`src/hdl/asp_pkg.sv`:
```
// Purpose: constants and carriers for the static memory word port controller
// Assumes: 40 MHz clock, 45 ns speed grade by default
// Notes:   times in ns, cycle counts derived below
// Operation
// - Deselect by chip select inactive or both lane enables inactive.
// - Data setup and hold measured from the edge that ends the write.
// - Write strobe stays high for the whole read cycle.
// - Lane enables stay steady while chip select is inactive.
// - Address set at write start, 35/40 ns before end, held after end.
// - Write data valid 25 ns before write end, held after it.
// - Active lane enable low at least 35/40 ns before write end.
// - Retention may follow deselect with no delay.
package asp_pkg;
    localparam int CLK_PERIOD_NS      = 25;
    localparam int ADDR_W             = 18;
    localparam int DATA_W             = 16;
    localparam int LANES              = 2;
    // 45 ns grade figures
    localparam int READ_CYCLE_MIN_NS  = 45;
    localparam int ADDRESS_ACCESS_NS  = 45;
    localparam int GATE_ACCESS_NS     = 22;
    localparam int STROBE_PULSE_NS    = 35;
    localparam int WRITE_PERIOD_NS    = 45;
    localparam int DATA_SETUP_NS      = 25;
    // Least times round up
    localparam int READ_CYC  =
        (READ_CYCLE_MIN_NS + CLK_PERIOD_NS - 1) / CLK_PERIOD_NS;
    localparam int ACCESS_CYC =
        (ADDRESS_ACCESS_NS + CLK_PERIOD_NS - 1) / CLK_PERIOD_NS;
    localparam int GATE_CYC =
        (GATE_ACCESS_NS + CLK_PERIOD_NS - 1) / CLK_PERIOD_NS;
    localparam int STROBE_CYC =
        (STROBE_PULSE_NS + CLK_PERIOD_NS - 1) / CLK_PERIOD_NS;
    localparam int SETUP_CYC =
        (DATA_SETUP_NS + CLK_PERIOD_NS - 1) / CLK_PERIOD_NS;
    localparam int WRITE_CYC =
        (WRITE_PERIOD_NS + CLK_PERIOD_NS - 1) / CLK_PERIOD_NS;
    // Read waits for address and gate access, plus one sample edge
    localparam int RD_WAIT  = (ACCESS_CYC > GATE_CYC) ? ACCESS_CYC : GATE_CYC;
    localparam int ST_WAIT  =
        (STROBE_CYC > SETUP_CYC) ? STROBE_CYC : SETUP_CYC;
    localparam logic [2:0] RD_CNT  = 3'(RD_WAIT);
    localparam logic [2:0] WR_CNT  = 3'(ST_WAIT);
    localparam logic [2:0] RC_CNT  = 3'(READ_CYC);
    localparam logic [2:0] WC_CNT  = 3'(WRITE_CYC);

    typedef enum logic [2:0] {ASP_IDLE, ASP_READ, ASP_WRITE, ASP_HOLD}
        asp_state_e;

    typedef struct packed {
        logic                  sel_n;
        logic                  sel2;
        logic                  strobe_n;
        logic                  gate_n;
        logic                  upper_n;
        logic                  lower_n;
        logic [ADDR_W-1:0]     addr;
        logic [DATA_W-1:0]     dout;
        logic [DATA_W-1:0]     dq_oe_n;
    } asp_pins_s;

    typedef struct packed {
        logic                  valid;
        logic                  write;
        logic [ADDR_W-1:0]     addr;
        logic [DATA_W-1:0]     wdata;
        logic [LANES-1:0]      lanes;
    } asp_req_s;
endpackage

```
`src/hdl/asp_ctrl.sv`:
```
// Purpose: host controller for an asynchronous 16-bit static memory
// Assumes: one request at a time; memory pins synchronous to clk
// Notes:   pin outputs registered except lane enables and dq_oe_n, which are gated from registers; dq is split into in, out, enable
`timescale 1ns/1ps
module asp_ctrl (
    // Clock and reset
    input  wire logic                          clk,
    input  wire logic                          resetn,
    // User request
    input  wire asp_pkg::asp_req_s             req,
    output logic                               req_ready,
    output logic                               rd_valid,
    output logic      [asp_pkg::DATA_W-1:0]    rd_data,
    // Memory pins
    output logic                               select_primary_n,
    output logic                               select_secondary,
    output logic                               strobe_n,
    output logic                               gate_n,
    output logic                               upper_lane_enable_n,
    output logic                               lower_lane_enable_n,
    output logic      [asp_pkg::ADDR_W-1:0]    addr,
    output logic      [asp_pkg::DATA_W-1:0]    dq_out,
    output logic      [asp_pkg::DATA_W-1:0]    dq_oe_n,
    input  wire logic [asp_pkg::DATA_W-1:0]    dq_in
);
    typedef struct packed {
        asp_pkg::asp_state_e               st;
        logic [2:0]                        cnt;
        logic [2:0]                        cyc;
        logic                              wr;
        logic [asp_pkg::LANES-1:0]         lanes;
        logic [asp_pkg::ADDR_W-1:0]        addr;
        logic [asp_pkg::DATA_W-1:0]        wdata;
        logic                              sel;
        logic                              strobe;
        logic                              gate;
        logic                              rvalid;
        logic [asp_pkg::DATA_W-1:0]        rdata;
    } asp_ctrl_s;

    asp_ctrl_s s_q;
    asp_ctrl_s s_d;
    logic [asp_pkg::DATA_W-1:0] oe_n_w;

    always_comb begin
        s_d = s_q;
        s_d.rvalid = 1'b0;
        s_d.cnt = (s_q.cnt != 3'h0) ? s_q.cnt - 3'h1 : 3'h0;
        s_d.cyc = (s_q.cyc != 3'h0) ? s_q.cyc - 3'h1 : 3'h0;
        unique case (s_q.st)
            asp_pkg::ASP_IDLE: begin
                if (req.valid && req.lanes != 2'h0) begin
                    s_d.wr     = req.write;
                    s_d.lanes  = req.lanes;
                    s_d.addr   = req.addr;
                    s_d.wdata  = req.wdata;
                    s_d.sel    = 1'b1;
                    s_d.strobe = req.write;
                    s_d.gate   = ~req.write;
                    s_d.cnt    = req.write ? asp_pkg::WR_CNT
                                           : asp_pkg::RD_CNT;
                    s_d.cyc    = req.write ? asp_pkg::WC_CNT
                                           : asp_pkg::RC_CNT;
                    s_d.st     = req.write ? asp_pkg::ASP_WRITE
                                           : asp_pkg::ASP_READ;
                end
            end
            asp_pkg::ASP_READ: begin
                if (s_q.cnt == 3'h0) begin
                    s_d.rdata  = dq_in;
                    s_d.rvalid = 1'b1;
                    s_d.gate   = 1'b0;
                    s_d.sel    = 1'b0;
                    s_d.st     = asp_pkg::ASP_HOLD;
                end
            end
            asp_pkg::ASP_WRITE: begin
                if (s_q.cnt == 3'h0) begin
                    s_d.strobe = 1'b0;
                    s_d.sel    = 1'b0;
                    s_d.st     = asp_pkg::ASP_HOLD;
                end
            end
            asp_pkg::ASP_HOLD: begin
                if (s_q.cyc == 3'h0) begin
                    s_d.wr = 1'b0;
                    s_d.st = asp_pkg::ASP_IDLE;
                end
            end
        endcase
    end

    always_ff @(posedge clk or negedge resetn) begin
        if (!resetn) begin
            s_q <= '0;
        end else begin
            s_q <= s_d;
        end
    end

    // hold past ending edge
    // Data driven through the hold state so it outlasts the ending edge
    asp_lane_drv u_drv (
        .drive (s_q.wr),
        .lanes (s_q.lanes),
        .oe_n  (oe_n_w)
    );

    assign select_primary_n    = ~s_q.sel;
    assign select_secondary    = s_q.sel;
    assign strobe_n            = ~s_q.strobe;
    assign gate_n              = ~s_q.gate;
    assign upper_lane_enable_n = ~(s_q.sel & s_q.lanes[1]);
    assign lower_lane_enable_n = ~(s_q.sel & s_q.lanes[0]);
    assign addr                = s_q.addr;
    assign dq_out              = s_q.wdata;
    assign dq_oe_n             = oe_n_w;
    assign req_ready           = (s_q.st == asp_pkg::ASP_IDLE);
    assign rd_valid            = s_q.rvalid;
    assign rd_data             = s_q.rdata;

    write_start_a: assert property (
        @(posedge clk) disable iff (!resetn)
        !strobe_n |-> !select_primary_n && select_secondary
            && !(upper_lane_enable_n && lower_lane_enable_n))
        else $error("strobe low without select and lane");
    read_strobe_a: assert property (
        @(posedge clk) disable iff (!resetn)
        !gate_n |-> strobe_n)
        else $error("strobe low during read");
    strobe_width_a: assert property (
        @(posedge clk) disable iff (!resetn)
        $fell(strobe_n) |-> !strobe_n [*2])
        else $error("write pulse too short");
    data_hold_a: assert property (
        @(posedge clk) disable iff (!resetn)
        $rose(strobe_n) |-> $stable(dq_out) && $stable(addr))
        else $error("data or address changed at write end");
    addr_stable_a: assert property (
        @(posedge clk) disable iff (!resetn)
        !strobe_n && !$past(strobe_n) |-> $stable(addr))
        else $error("address moved in write");
    lane_drive_a: assert property (
        @(posedge clk) disable iff (!resetn)
        !gate_n |-> &dq_oe_n)
        else $error("controller drives pins during read");
    read_access_a: assert property (
        @(posedge clk) disable iff (!resetn)
        $fell(gate_n) |-> ##3 rd_valid)
        else $error("read sampled at wrong time");
    lanes_off_a: assert property (
        @(posedge clk) disable iff (!resetn)
        select_primary_n |-> upper_lane_enable_n && lower_lane_enable_n)
        else $error("lane enable active while deselected");
    cycle_len_a: assert property (
        @(posedge clk) disable iff (!resetn)
        $fell(select_primary_n) |-> !req_ready [*2])
        else $error("access shorter than cycle minimum");
    data_drive_a: assert property (
        @(posedge clk) disable iff (!resetn)
        !strobe_n |-> dq_oe_n == {{8{upper_lane_enable_n}},
                                  {8{lower_lane_enable_n}}})
        else $error("write data not driven on active lanes");
    end_drive_a: assert property (
        @(posedge clk) disable iff (!resetn)
        $rose(strobe_n) |-> !(&dq_oe_n) && $stable(dq_oe_n))
        else $error("write data released at write end");
    lane_steady_a: assert property (
        @(posedge clk) disable iff (!resetn)
        select_primary_n && $past(select_primary_n)
            |-> $stable(upper_lane_enable_n)
            && $stable(lower_lane_enable_n))
        else $error("lane enable toggled while deselected");
    addr_access_a: assert property (
        @(posedge clk) disable iff (!resetn)
        !select_primary_n && !$past(select_primary_n)
            |-> $stable(addr))
        else $error("address moved while selected");
    hold_gap_a: assert property (
        @(posedge clk) disable iff (!resetn)
        $rose(select_primary_n) |-> !req_ready)
        else $error("no recovery cycle after access");
    read_sample_a: assert property (
        @(posedge clk) disable iff (!resetn)
        rd_valid |-> !$past(gate_n) && !$past(select_primary_n))
        else $error("read data taken without gate and select");
    write_gate_a: assert property (
        @(posedge clk) disable iff (!resetn)
        !strobe_n |-> gate_n)
        else $error("output gate low during write");
    strobe_end_a: assert property (
        @(posedge clk) disable iff (!resetn)
        $rose(strobe_n) |-> $rose(select_primary_n))
        else $error("write not ended by strobe and select");
    lanes_used_a: assert property (
        @(posedge clk) disable iff (!resetn)
        !select_primary_n
            |-> !(upper_lane_enable_n && lower_lane_enable_n))
        else $error("selected with both lanes off");

    read_cov: cover property (@(posedge clk) rd_valid);
    write_cov: cover property (@(posedge clk) $rose(strobe_n));
    upper_cov: cover property (@(posedge clk)
        !strobe_n && lower_lane_enable_n);
    lower_cov: cover property (@(posedge clk)
        !strobe_n && upper_lane_enable_n);
    part_read_cov: cover property (@(posedge clk)
        !gate_n && upper_lane_enable_n);
endmodule

```
`src/hdl/asp_lane_drv.sv`:
```
// Purpose: per-bit data pin driver with lane gating
// Assumes: enable low means the controller drives the pin
// Notes:   write data come from the main state register
`timescale 1ns/1ps
module asp_lane_drv (
    // Control
    input  wire logic                         drive,
    input  wire logic [asp_pkg::LANES-1:0]    lanes,
    // Pin enables
    output logic      [asp_pkg::DATA_W-1:0]   oe_n
);
    genvar i;
    generate
        for (i = 0; i < asp_pkg::DATA_W; i++) begin : g_bit
            assign oe_n[i] = ~(drive & lanes[i / 8]);
        end
    endgenerate
endmodule

```
`config.mk`:
```
export PLATFORM = sky130hd
export DESIGN_NAME = asp_ctrl
export DESIGN_NICKNAME = d
export VERILOG_FILES = /design/src/hdl/asp_pkg.sv /design/src/hdl/asp_ctrl.sv /design/src/hdl/asp_lane_drv.sv
export SDC_FILE = /design/constraint.sdc
export NUM_CORES = 1
export LEC_CHECK = 0
export ABC_AREA = 1
export BUFFER_PORTS_ARGS = -buffer_cell sky130_fd_sc_hd__buf_2
export CELL_PAD_IN_SITES_DETAIL_PLACEMENT = 1
export CELL_PAD_IN_SITES_GLOBAL_PLACEMENT = 2
export CORE_MARGIN = 1.5
export CORE_UTILIZATION = 25
export DETAILED_ROUTE_END_ITERATION = 6
export PLACE_DENSITY = 0.87
export SYNTH_ARGS = -nofsm -noshare
export SYNTH_HDL_FRONTEND = slang
export SYNTH_HIERARCHICAL = 1
export SYNTH_SLANG_ARGS = --single-unit
export TNS_END_PERCENT = 10
```
`constraint.sdc`:
```
create_clock -name clk -period 1.4 [get_ports clk]
set_clock_uncertainty 0.15 [all_clocks]
set_input_delay 0.14 -clock clk [delete_from_list [all_inputs] [get_ports clk]]
set_output_delay 0.14 -clock clk [all_outputs]
set_load 0.02 [all_outputs]
```
Word level (Yosys, flattened, before mapping)
Cells that the tools add are included.

Register bits: 66. Input port bits: 56. Output and inout port bits: 74. Logic and storage cells: 70.

$add $sub $neg: 2. Eq/ne operators: 8. Multiplexer cells: 17. Bitwise operators: 12. Reductions and logical operators: 19.

Operators by type and width (count): 49-bit 2-to-1 mux (1); 18-bit 2-to-1 mux (1); 17-bit 2-to-1 mux (1); 3-bit 2-to-1 mux (4); 3-bit AND reduction (4); 3-bit logical NOT (3); 3-bit case mux with 3 select lines (1); 3-bit nonzero test (3); 1-bit NOT (8); 2-bit nonzero test (4); 3-bit by 2-bit equality test with 1-bit output, second input constant (2); 6-bit 2-to-1 mux (1); 2-bit != test, second input constant (3); 1-bit case mux with 2 select lines (3); 3-bit by 1-bit subtractor with 3-bit output, second input constant (2); 1-bit AND (4); 2-bit 2-to-1 mux (2); 2-bit by 1-bit != test with 1-bit output, second input constant (2); 2-bit AND reduction (2); 4-bit AND reduction (1); 3-bit by 1-bit equality test with 1-bit output, second input constant (1); 1-bit case mux with 3 select lines (1); 1-bit 2-to-1 mux (2); 2-bit OR reduction (1); 1-bit logical AND (1).

Logic depth before layout (Yosys ltp)
Depth after elaboration: 4. Mapped depth: 8. Depth with buffers taken out: 7.

Cells and area by module
Netlist, hierarchy kept.

Modules (own cells, without submodules): asp_ctrl (instances 1, cells each 375, area an instance 3228.1 um^2, sequential area each 1626.6 um^2); asp_lane_drv (instances 1, cells each 16, area an instance 112.6 um^2, sequential area each 0.0 um^2).

Worst setup path after synthesis
Ideal clock, no wire load.

Path kind: reg-to-reg. From: register s_q[63] (netlist name). To: register s_q, in the netlist addr[0]. Setup time: 0.065 ns. Arrival time: 1.434 ns. Slack: -0.249 ns. Cell stages (with the launch flop): 8. Buffers on the path: 3. Clock period less this slack: 1.649 ns. Path through: dfrtp_1 inv_1 ha_1 buf_4 buf_4 buf_2 nand3_1 nand2_1.

Cells in the longest elaborated chain, start to end: 2.

Ends and longest elaborated chain: from (decl) (line asp_ctrl.sv:41) `asp_ctrl_s s_q;`; from (signal assigned) (line asp_ctrl.sv:95) `s_q <= '0;`; from (signal assigned) (line asp_ctrl.sv:97) `s_q <= s_d;`; 3-bit logical NOT; via req_ready (line asp_ctrl.sv:11) `output logic req_ready,`; 2-bit AND reduction (no line).

The timed path passes the listed nets, and every way through them passes these cells. A chain may end at the register's enable or synchronous reset.

Worst setup path in the final report
From: register s_q[63] (netlist name). To: output req_ready.

Cells in the longest elaborated chain, start to end: 1.

Ends and longest elaborated chain: 3-bit logical NOT (line asp_ctrl.sv:118) `assign req_ready = (s_q.st == asp_pkg::ASP_IDLE);`; to (decl) (line asp_ctrl.sv:11).

Every way passes these cells.

==> run_results.csv <==
group,metric,value,unit
placement,port_buffers,129,
drt,wl_met2,5404,µm
drt,postRouteAntennaNets,0,
clock_tree,cts_tree,"done",
drt,drcViolationCount,0,
sta,fin_crit,1497,ps
power_and_ir_drop,sequentialPowerShare,31.1,%
sta,setup_viol,45,
drt,route.detailed.wl_per_inst,14.45,µm
sta,tightestPinTransition,387.8,ps
global_routing,grt_pass1_vias,3177,
power_and_ir_drop,peakVddDrop,619.4,µV
cells_and_area,fillers,1566,
placement,hpwl,5854,µm
drt,vias,2955,
cells_and_area,register_area,1627,µm²
clock_tree,worstSkewPairLatency,320,ps
global_routing,overflow,0,
outcome,status,"finished, violations left",
global_routing,grt_antenna_before_repair,0,
power_and_ir_drop,sw_frac_of_total,43.31,%
global_routing,globalRouteTotalUtil,14.53,%
drt,top_layer,"met4",
drt,wl_met1,4196,µm
die,die_w,118.6,µm
synthesis,syn_area,3341,µm²
placement,placed_area,3751,µm²
sta,whs,14.87,ps
worst_setup_path,critPathArrivalTime,1210,ps
drt,routed_wl,10170,µm
clock_tree,cts-buffers-inserted,9,
worst_setup_path,critical_path_class,"flop to primary output",
power_and_ir_drop,power.switching,0.004549,W
placement,gp_congestion,0.7899,
cells_and_area,final_area,4777,µm²
power_and_ir_drop,p_per_area,2199,nW/µm²
sta,relSlewSlack,74.15,%
power_and_ir_drop,p_int,0.005954,W
die,pin_count,130,
clock_tree,cts_sinks,65,
synthesis,yosysSeqAreaShare,48.69,%
die,num_rows,42,
drt,dr_wl_met3,376,µm
global_routing,grt_max_degree,66,
synthesis,synth-warning-count,6,
clock_tree,path_clk_slew,60,ps
sta,timing.final.crit_share,107.0,%
synthesis,syn_inst,391,
sta,max_freq,667.8,MHz
drt,routed_via_density,4.197,
sta,fin_ws,-97.38,ps
cells_and_area,fin_nets,584,
worst_setup_path,cp_max_fo,5,
drt,drtIter0Drc,175,
power_and_ir_drop,p_comb_share,47.4,%
global_routing,grt_pass1_wl,16080,µm
die,dieHeight,118.6,µm
cells_and_area,areaGrowthSynthToFinish,43.00,%
synthesis,ys_ff_latch,65,
sta,hold_viol_final,0,
die,core_area,13140,µm²
sta,drv_slew,0,
clock_tree,cts_buffer_depth,2,
synthesis,synth_nets,452,
cells_and_area,multi_input_area,1180,µm²
outcome,violations,"negative setup slack",
min_path,hold_path_class,"primary input to flop",
synthesis,synth_cell_types,22,
sta,finalSetupTns,-2103,ps
cells_and_area,n_antenna_cell,0,
drt,dr.pass1.iters,4,
worst_setup_path,crit_required,1110,ps
worst_setup_path,setup.worst_path.end_class,"primary output",
power_and_ir_drop,leakage,2.528,nW
worst_setup_path,start_kind,"flop",
synthesis,syn_area_per_cell,8.544,µm²
clock_tree,htree_levels,3,
clock_tree,root_buffer,"clkbuf_16",
die,start_util,25.43,%
job,maxCapViolCount,0,
placement,dpl_worst_slack,-71.30,ps
power_and_ir_drop,pwr-share-clk,21.5,%
cells_and_area,drive_gt1_share,36.93,%
sta,rsz0062_at_grt,"yes",
die,dieArea,14060,µm²
[sequential cells by signal (all words and copies together) (netlist names)]
name / cells
rd_valid: 1
select_secondary: 1
rd_data: 16
s_q: 13
dq_out: 16
addr: 18
[cell usage in the layout (no fill, tap or decap), types with 2 or more instances in the layout]
| cell type | instances |
|---|---|
| buf_12 | 4 |
| buf_2 | 128 |
| buf_4 | 6 |
| buf_6 | 3 |
| clkbuf_16 | 9 |
| clkinv_2 | 2 |
| clkinvlp_4 | 2 |
| dfrtp_1 | 65 |
| dlygate4sd3_1 | 53 |
| ha_1 | 2 |
| ha_4 | 2 |
| inv_1 | 19 |
| inv_2 | 2 |
| inv_4 | 2 |
| nand2_1 | 142 |
| nand2_2 | 14 |
| nand2_4 | 3 |
| nand2_8 | 5 |
| nand3_1 | 38 |
| nand3_2 | 3 |
| nand4_1 | 3 |
| nor2_1 | 5 |
| nor2_2 | 2 |
| o21ai_1 | 2 |
[metrics by stage]
step / cells / util (%) / power, W
after floorplan: 391 / - / 0.007231
after global placement: 628 / 28.55 / 0.007517
after detailed placement: 628 / 28.55 / 0.007671
after CTS: 703 / 35.70 / 0.01040
after global routing: 704 / 36.36 / 0.01118
final: 704 / 36.36 / 0.01050
[per-layer routing]
layer | up-vias | GRT usage (%)
li1 | 1412 | -
met1 | 1450 | 16.42
met2 | 79 | 26.27
met3 | 14 | 3.282
met4 | 0 | 6.024
met5 | - | 0
[area by class of cell]
cell class	count	area share [%]
clock buffers	11	5.081
flip-flops and latches	65	34.05
inverters	24	2.252
repair buffers	195	28.16
clock inverters	5	1.152
well taps	176	4.610
multi-input cells	228	24.70
[cell usage after synthesis]
master    count  area share [%]
nand2_2       4            0.75
buf_12        1            0.60
o22ai_1       1            0.19
nand2_8       1            0.60
nor2_1        7            0.79
ha_1          5             1.9
inv_8         1            0.34
inv_4         2            0.37
dfrtp_1      65              49
nand2_1     153              17
o21ai_0       4            0.60
buf_2         4            0.60
nand3_1      41             6.1
inv_1        21             2.4
buf_6         4             1.3
nand2_4       2            0.67
buf_1         2            0.22
nand4_1       3            0.56
nand3b_1      1            0.22
nor2_4        1            0.34
buf_4        67              15
o21ai_4       1            0.49
[final timing paths]
path	from	to	slack, ps	cells past startpoint
setup / recovery	s_q[63]	req_ready	-100	4
hold / removal	req[36]	s_q[17]	10	4
setup reg to reg	s_q[63]	dq_out[10]	-90	7
min in group asynchronous	resetn	dq_out[14]	210	3
max in group asynchronous	resetn	addr[5]	580	3
hold reg to reg	addr[0]	addr[0]	320	2
[repair_timing]
| action | 4_1_cts | 5_1_grt |
|---|---|---|
| gates cloned | 3 | 1 |
| setup endpoints to repair | 79 | 81 |
| hold buffers | 53 | 0 |
| buffers inserted | 3 | 0 |
| hold endpoints to repair | 117 | 0 |
| pin swaps | 2 | 9 |
| resized for setup | 14 | 18 |
[critical path, stage by stage, from the launching register on]
cell     delay (ps)
dfrtp_1         400
inv_2            90
ha_4            180
buf_6           110
buf_6           100
[power by group through the flow]
stage	registers, W	clock network (W)	logic, W
after global placement	0.00321	0	0.00431
after detailed placement	0.00325	0	0.00442
after floorplan	0.00314	0	0.00409
final	0.00327	0.00225	0.00498
after CTS	0.00324	0.00233	0.00484
after global routing	0.00337	0.00241	0.00540
[cell families (layout without fill, tap and decap cells)]
kind of cell	after synthesis	after routing	share of synthesized area, %
AOI/OAI and AO/OA	6	6	1.274
buffers and inverters	102	235	20.90
DFF	65	65	48.69
adders and majority gates	5	5	1.873
and+or+nand+nor	213	217	27.27
(Power assumes the default switching activity.)
